### src/design/spl_pkg.sv
// package: widths, pin sync depth and state encodings for the shift latch
package spl_pkg;
  localparam int SPL_WIDTH      = 8;
  localparam int SPL_SYNC_DEPTH = 2;
  localparam int SPL_BUF_DEPTH  = 2;
  localparam logic [7:0] SPL_CLEAR_VAL = 8'h00;
  localparam logic [7:0] SPL_OUT_OFF   = 8'h00;
  // pin reset levels {ser, sclk, rclk, clr_n, oe_n}: clear and enable idle
  localparam logic [4:0] SPL_PIN_IDLE  = 5'h03;
  typedef logic [SPL_WIDTH-1:0] spl_word_t;
  typedef enum logic [1:0] {SPL_IDLE, SPL_SHIFT, SPL_STORE} spl_op_t;
endpackage

### src/design/spl_word_if.sv
// interface: word stream between shift front end and storage side
interface spl_word_if;
  import spl_pkg::*;
  spl_word_t word;
  logic      valid;
  logic      ready;
  modport src (output word, output valid, input ready);
  modport dst (input word, input valid, output ready);
endinterface

### src/design/spl_shift_latch.sv
// top: serial-in parallel-out shift register with storage latch

module spl_shift_latch #(
  parameter int WIDTH = spl_pkg::SPL_WIDTH
) (
  // clock and reset
  input  wire logic                 clk,
  input  wire logic                 reset_n,
  // host pins
  input  wire logic                 serial_in,
  input  wire logic                 shift_clock,
  input  wire logic                 store_clock,
  input  wire logic                 shift_clear_n,
  input  wire logic                 output_enable_n,
  // parallel outputs, bit 0 is qa
  output logic      [WIDTH-1:0]     parallel_outputs,
  output logic      [WIDTH-1:0]     parallel_outputs_oe,
  // cascade
  output logic                      cascade_out
);
  import spl_pkg::*;

  ////////////////////////////////////////////////////////////////////////
  // pin synchronisers
  logic [4:0] pin_sync;
  logic       ser_s, sclk_s, rclk_s, clr_n_s, oe_n_s;

  // pins read as idle until synced, so outputs stay off after reset
  spl_sync #(.WIDTH(5), .RESET_VAL(SPL_PIN_IDLE)) u_sync (
    .clk      (clk),
    .reset_n  (reset_n),
    .async_in ({serial_in, shift_clock, store_clock,
                shift_clear_n, output_enable_n}),
    .sync_out (pin_sync)
  );

  assign {ser_s, sclk_s, rclk_s, clr_n_s, oe_n_s} = pin_sync;

  ////////////////////////////////////////////////////////////////////////
  // edge detection
  logic sclk_d_reg, sclk_d_next;
  logic rclk_d_reg, rclk_d_next;
  logic sclk_rise, rclk_rise;

  always_comb begin
    sclk_d_next = sclk_s;
    rclk_d_next = rclk_s;
    sclk_rise   = sclk_s && !sclk_d_reg;
    rclk_rise   = rclk_s && !rclk_d_reg;
  end

  always_ff @(posedge clk or negedge reset_n) begin
    if (!reset_n) begin
      sclk_d_reg <= 1'b0;
      rclk_d_reg <= 1'b0;
    end else begin
      sclk_d_reg <= sclk_d_next;
      rclk_d_reg <= rclk_d_next;
    end
  end

  ////////////////////////////////////////////////////////////////////////
  // shift chain
  logic [WIDTH-1:0] chain_reg, chain_next;
  logic [WIDTH-1:0] chain_shifted;

  generate
    for (genvar i = 0; i < WIDTH; i++) begin : g_stage
      if (i == 0) begin : g_first
        assign chain_shifted[i] = ser_s;
      end else begin : g_rest
        assign chain_shifted[i] = chain_reg[i-1];
      end
    end
  endgenerate

  always_comb begin
    chain_next = chain_reg;
    if (!clr_n_s) begin
      chain_next = SPL_CLEAR_VAL[WIDTH-1:0];
    end else if (sclk_rise) begin
      chain_next = chain_shifted;
    end
  end

  // the reset value only stands in for an undefined start
  always_ff @(posedge clk or negedge reset_n) begin
    if (!reset_n) begin
      chain_reg <= '0;
    end else begin
      chain_reg <= chain_next;
    end
  end

  ////////////////////////////////////////////////////////////////////////
  // event decode: previous cycle's pin event and the chain before the last shift
  // synchroniser skew may split tied clock edges by one cycle, so a
  // store seen one cycle after a shift still takes the pre-shift chain
  spl_op_t          op_reg, op_next;
  logic [WIDTH-1:0] chain_prev_reg, chain_prev_next;
  logic [WIDTH-1:0] snap_word;

  always_comb begin
    op_next         = SPL_IDLE;
    chain_prev_next = chain_prev_reg;
    if (clr_n_s && sclk_rise) begin
      op_next         = SPL_SHIFT;
      chain_prev_next = chain_reg;
    end else if (rclk_rise) begin
      op_next = SPL_STORE;
    end
  end

  // store within one cycle of a shift counts as tied
  always_comb begin
    case (op_reg)
      SPL_SHIFT: begin
        snap_word = chain_prev_reg;
      end
      SPL_IDLE,
      SPL_STORE: begin
        snap_word = chain_reg;
      end
      default: begin
        snap_word = chain_reg;
      end
    endcase
  end

  always_ff @(posedge clk or negedge reset_n) begin
    if (!reset_n) begin
      op_reg         <= SPL_IDLE;
      chain_prev_reg <= '0;
    end else begin
      op_reg         <= op_next;
      chain_prev_reg <= chain_prev_next;
    end
  end

  ////////////////////////////////////////////////////////////////////////
  // store path through the two-entry buffer
  spl_word_if w_in ();
  spl_word_if w_out ();

  // snapshot is the old chain, so tied clocks lag by one
  assign w_in.word  = snap_word;
  assign w_in.valid = rclk_rise;
  assign w_out.ready = 1'b1;

  spl_word_buf #(.DEPTH(SPL_BUF_DEPTH)) u_buf (
    .clk     (clk),
    .reset_n (reset_n),
    .in_p    (w_in),
    .out_p   (w_out)
  );

  logic [WIDTH-1:0] store_reg, store_next;

  always_comb begin
    store_next = store_reg;
    if (w_out.valid) begin
      store_next = w_out.word;
    end
  end

  // clear leaves storage alone
  always_ff @(posedge clk or negedge reset_n) begin
    if (!reset_n) begin
      store_reg <= '0;
    end else begin
      store_reg <= store_next;
    end
  end

  ////////////////////////////////////////////////////////////////////////
  // output drivers
  logic [WIDTH-1:0] po_next, oe_next;
  logic             casc_next;

  always_comb begin
    po_next   = oe_n_s ? SPL_OUT_OFF[WIDTH-1:0] : store_next;
    oe_next   = {WIDTH{!oe_n_s}};
    casc_next = chain_next[WIDTH-1];
  end

  always_ff @(posedge clk or negedge reset_n) begin
    if (!reset_n) begin
      parallel_outputs    <= '0;
      parallel_outputs_oe <= '0;
      cascade_out         <= 1'b0;
    end else begin
      parallel_outputs    <= po_next;
      parallel_outputs_oe <= oe_next;
      cascade_out         <= casc_next;
    end
  end
endmodule

### src/design/spl_word_buf.sv
// two-entry buffer with valid and ready on both sides
module spl_word_buf #(
  parameter int DEPTH = spl_pkg::SPL_BUF_DEPTH
) (
  // clock and reset
  input  wire logic clk,
  input  wire logic reset_n,
  // ports
  spl_word_if.dst   in_p,
  spl_word_if.src   out_p
);
  import spl_pkg::*;
  localparam int PW = (DEPTH > 1) ? $clog2(DEPTH) : 1;

  spl_word_t        mem_reg [DEPTH];
  spl_word_t        mem_next [DEPTH];
  logic [PW-1:0]    wr_reg, wr_next, rd_reg, rd_next;
  logic [PW:0]      cnt_reg, cnt_next;
  logic             push, pop;

  assign in_p.ready  = (cnt_reg != (PW+1)'(DEPTH));
  assign out_p.valid = (cnt_reg != '0);
  assign out_p.word  = mem_reg[rd_reg];

  always_comb begin
    push = in_p.valid && in_p.ready;
    pop  = out_p.valid && out_p.ready;
    mem_next = mem_reg;
    wr_next  = wr_reg;
    rd_next  = rd_reg;
    cnt_next = cnt_reg;
    if (push) begin
      mem_next[wr_reg] = in_p.word;
      wr_next = (wr_reg == PW'(DEPTH - 1)) ? '0 : wr_reg + PW'(1);
    end
    if (pop) begin
      rd_next = (rd_reg == PW'(DEPTH - 1)) ? '0 : rd_reg + PW'(1);
    end
    if (push && !pop) begin
      cnt_next = cnt_reg + (PW+1)'(1);
    end else if (pop && !push) begin
      cnt_next = cnt_reg - (PW+1)'(1);
    end
  end

  always_ff @(posedge clk or negedge reset_n) begin
    if (!reset_n) begin
      for (int i = 0; i < DEPTH; i++) begin
        mem_reg[i] <= '0;
      end
      wr_reg  <= '0;
      rd_reg  <= '0;
      cnt_reg <= '0;
    end else begin
      mem_reg <= mem_next;
      wr_reg  <= wr_next;
      rd_reg  <= rd_next;
      cnt_reg <= cnt_next;
    end
  end
endmodule

### src/design/spl_sync.sv
// two-flop synchroniser per bit
module spl_sync #(
  parameter int               WIDTH     = 1,
  parameter logic [WIDTH-1:0] RESET_VAL = '0
) (
  // clock and reset
  input  wire logic             clk,
  input  wire logic             reset_n,
  // data
  input  wire logic [WIDTH-1:0] async_in,
  output logic      [WIDTH-1:0] sync_out
);
  logic [WIDTH-1:0] meta_reg;
  logic [WIDTH-1:0] meta_next;
  logic [WIDTH-1:0] sync_next;

  always_comb begin
    meta_next = async_in;
    sync_next = meta_reg;
  end

  always_ff @(posedge clk or negedge reset_n) begin
    if (!reset_n) begin
      meta_reg <= RESET_VAL;
      sync_out <= RESET_VAL;
    end else begin
      meta_reg <= meta_next;
      sync_out <= sync_next;
    end
  end
endmodule

### config.mk
export PLATFORM = sky130hd
export DESIGN_NAME = spl_shift_latch
export DESIGN_NICKNAME = d
export VERILOG_FILES = /design/src/design/spl_pkg.sv /design/src/design/spl_word_if.sv /design/src/design/spl_shift_latch.sv /design/src/design/spl_word_buf.sv /design/src/design/spl_sync.sv
export SDC_FILE = /design/constraint.sdc
export NUM_CORES = 1
export LEC_CHECK = 0
export ABC_AREA = 1
export BUFFER_PORTS_ARGS = -buffer_cell sky130_fd_sc_hd__buf_2
export CAP_MARGIN = 20
export CORE_AREA = 2 2 116 73
export CTS_CLUSTER_SIZE = 40
export DETAILED_ROUTE_END_ITERATION = 8
export DIE_AREA = 0 0 118 75
export PLACE_DENSITY = 0.58
export SETUP_SLACK_MARGIN = 0.5
export SYNTH_ARGS = -nofsm -noshare
export SYNTH_HDL_FRONTEND = slang
export SYNTH_HIERARCHICAL = 1
export SYNTH_SLANG_ARGS = --single-unit
### constraint.sdc
create_clock -name clk -period 1.7 [get_ports clk]
set_clock_uncertainty 0.1 [all_clocks]
set_input_delay 0.34 -clock clk [delete_from_list [all_inputs] [get_ports clk]]
set_output_delay 0.34 -clock clk [all_outputs]
set_load 0.02 [all_outputs]
==> flow_summary.yaml <==
run_status:
  status: "complete, no violations"
final_layout:
  stdcell_area_sq_um: 3750
  layout_common_cells: "nand2_1 (111), dfrtp_1 (60), nand4_1 (26), nand2_2 (23), nand3_1 (17)"
  area_delta_synth_final_pct: 33.1
  largest_reg_flops: 16
  layout_commonest_cell: "nand2_1"
  layout.nets: 347
  antenna_cells: 0
  postLayoutCoreUtil_pct: 48.5
  drive_gt1_share_pct: 33.7
detailed_routing:
  vias: 2120
  ant_nets: 0
  drt_wl_total_mm: 5.91
  drc: 0
  route.detailed.wl_per_inst_um: 13.1
  first_pass_iters: 4
  viasPerCell: 4.69
  first_iter_violations: 154
floorplanning:
  die_w_um: 118
  die_h_um: 75
  io_pins: 24
  fp.dieArea_sq_um: 8850
  coreArea_sq_um: 7730
  start_util_pct: 36.4
  rows: 25
synthesis:
  syn_inst: 295
  ys_ff_latch: 67
  avgSynthCellArea_sq_um: 9.54
  synthesis.area_sq_um: 2810
  yosysUniqueCellTypes: 21
  yosys_warnings: 6
  ys_seq_area_share_pct: 59.8
clock_tree:
  cts-buffers-inserted: 9
  h-tree-depth: 3
  cts_sinks: 67
  cts_tree: "built"
  ctsRootBufferMaster: "clkbuf_16"
  clkSlewWorstSetupHoldPaths_ns: 0.05
  clk_latency_ns: 0.33
  clock_path_buffers: 2
placement:
  dpl-instance-area_sq_um: 2970
  dp_hpwl_mm: 3.59
  place.gp.congestion: 0.772
  placement.io_buffers: 23
sta:
  setup_viol: 0
  rsz0062_at_grt: "true"
  fin_crit_ns: 1.39
  period_share_pct: 81.5
  fmax_mhz: 721
  slew_viol_final: 0
  tns_ns: 0
  hold_viol: 0
setup_path:
  crit_buf_inv: 1
  critPathArrivalTime_ns: 0.95
  path_delay_family: "flip-flops"
  critPathMaxFanout: 8
  critPathLaunchType: "flop"
  slowest_stage: "dfrtp_2"
  critPathKind: "reg2out"
  cp_cell_sequence: "buf_2"
  worstPathRequired_ns: 1.26
  cpPeakStageDelay_ns: 0.44
  crit_path_end_kind: "output pin"
flow_run:
  drv_cap: 0
power_and_ir_drop:
  vdd_drop_max_uv: 661
  leakagePower_nw: 1.95
  p_total_mw: 4.83
  p_per_area_nw_per_um2: 1290
global_route:
  grt_pass1_wl_mm: 9.73
  grt_max_degree: 68
  grt_usage_pct: 14.8
  antenna_found_initial: 0
  grt_pass1_vias: 2016
  grt_overflow: 0
worst_hold_path:
  min_path_type: "in2reg"
[cells by family after synthesis]
logic type               after synthesis  synth area share [%]
AND/OR/NAND/NOR                      183                  28.7
buffers and inverters                 34                  9.20
other                                  1                 0.133
AO/OA/AOI/OAI                          8                  1.42
XOR/XNOR                               1                 0.311
flip-flops                            67                  59.8
adder cells (fa/ha/maj)                1                 0.445
[through the flow]
step                setup slack, ns  std cells  hold WS, ns
finish                        0.314        452       0.0141
global placement              0.211        415        0.236
floorplan                     0.330        296      -0.0556
CTS                           0.304        448     0.000154
detailed placement            0.156        415        0.235
global route                  0.268        452      0.00290
[cells in the mapped netlist (all sizes together)]
library cell  instances  area, sq um
buf                  20          190
nor2                  1         3.75
dfrtp                63         1580
bufinv                1         17.5
xnor2                 1         8.76
dfstp                 4          105
a21oi                 8         40.0
clkinv                1         3.75
ha                    1         12.5
conb                  1         3.75
nand2               135          512
inv                  12         47.6
nand3                21          130
nand4                26          163
[cell type report]
type,instances,area [sq um]
fill,716,3980
sequential,67,1690
multi-input combinational,197,1030
timing repair buffer,50,497
clock buffer,12,267
tap,108,135
inverter,14,82.6
clock inverter,4,47.5
[layer usage]
metal / up-vias / share of wire [%] / global-route usage, %
li1: 1039 / - / -
met1: 1032 / 50 / 19.9
met2: 42 / 43 / 21.4
met3: 7 / 5.1 / 5.76
met4: 0 / 1.8 / 7.10
met5: - / 0 / 0
[worst paths after layout]
kind                                             start                endpoint  slack (ns)  cells after the start
worst max register to register        u_buf/cnt_reg[1]        u_buf/cnt_reg[1]        0.37                      8
max in group asynchronous                      reset_n      u_sync/meta_reg[1]        0.71                      3
worst min-delay path                       store_clock      u_sync/meta_reg[2]        0.01                      1
worst min register to register      u_sync/meta_reg[2]      u_sync/sync_out[2]        0.24                      0
worst max-delay path            parallel_outputs_oe[0]  parallel_outputs_oe[3]        0.31                      1
min in group asynchronous                      reset_n        u_buf/cnt_reg[1]        0.44                      3
[report_power, final]
part           switching [mW]  internal (mW)
clock network           0.679           1.25
registers              0.0979           1.72
logic                   0.661          0.428
total                    1.44           3.39
[repair_timing]
item | CTS | global route
hold buffers | 4 | 1
setup endpoints to repair | 53 | 63
gates resized for setup | 46 | 33
pin swaps | 5 | 19
hold endpoints to repair | 66 | 1
gates cloned | 2 | 1
setup buffers | 11 | 2
Note: power is estimated with default switching activity, not from simulation.
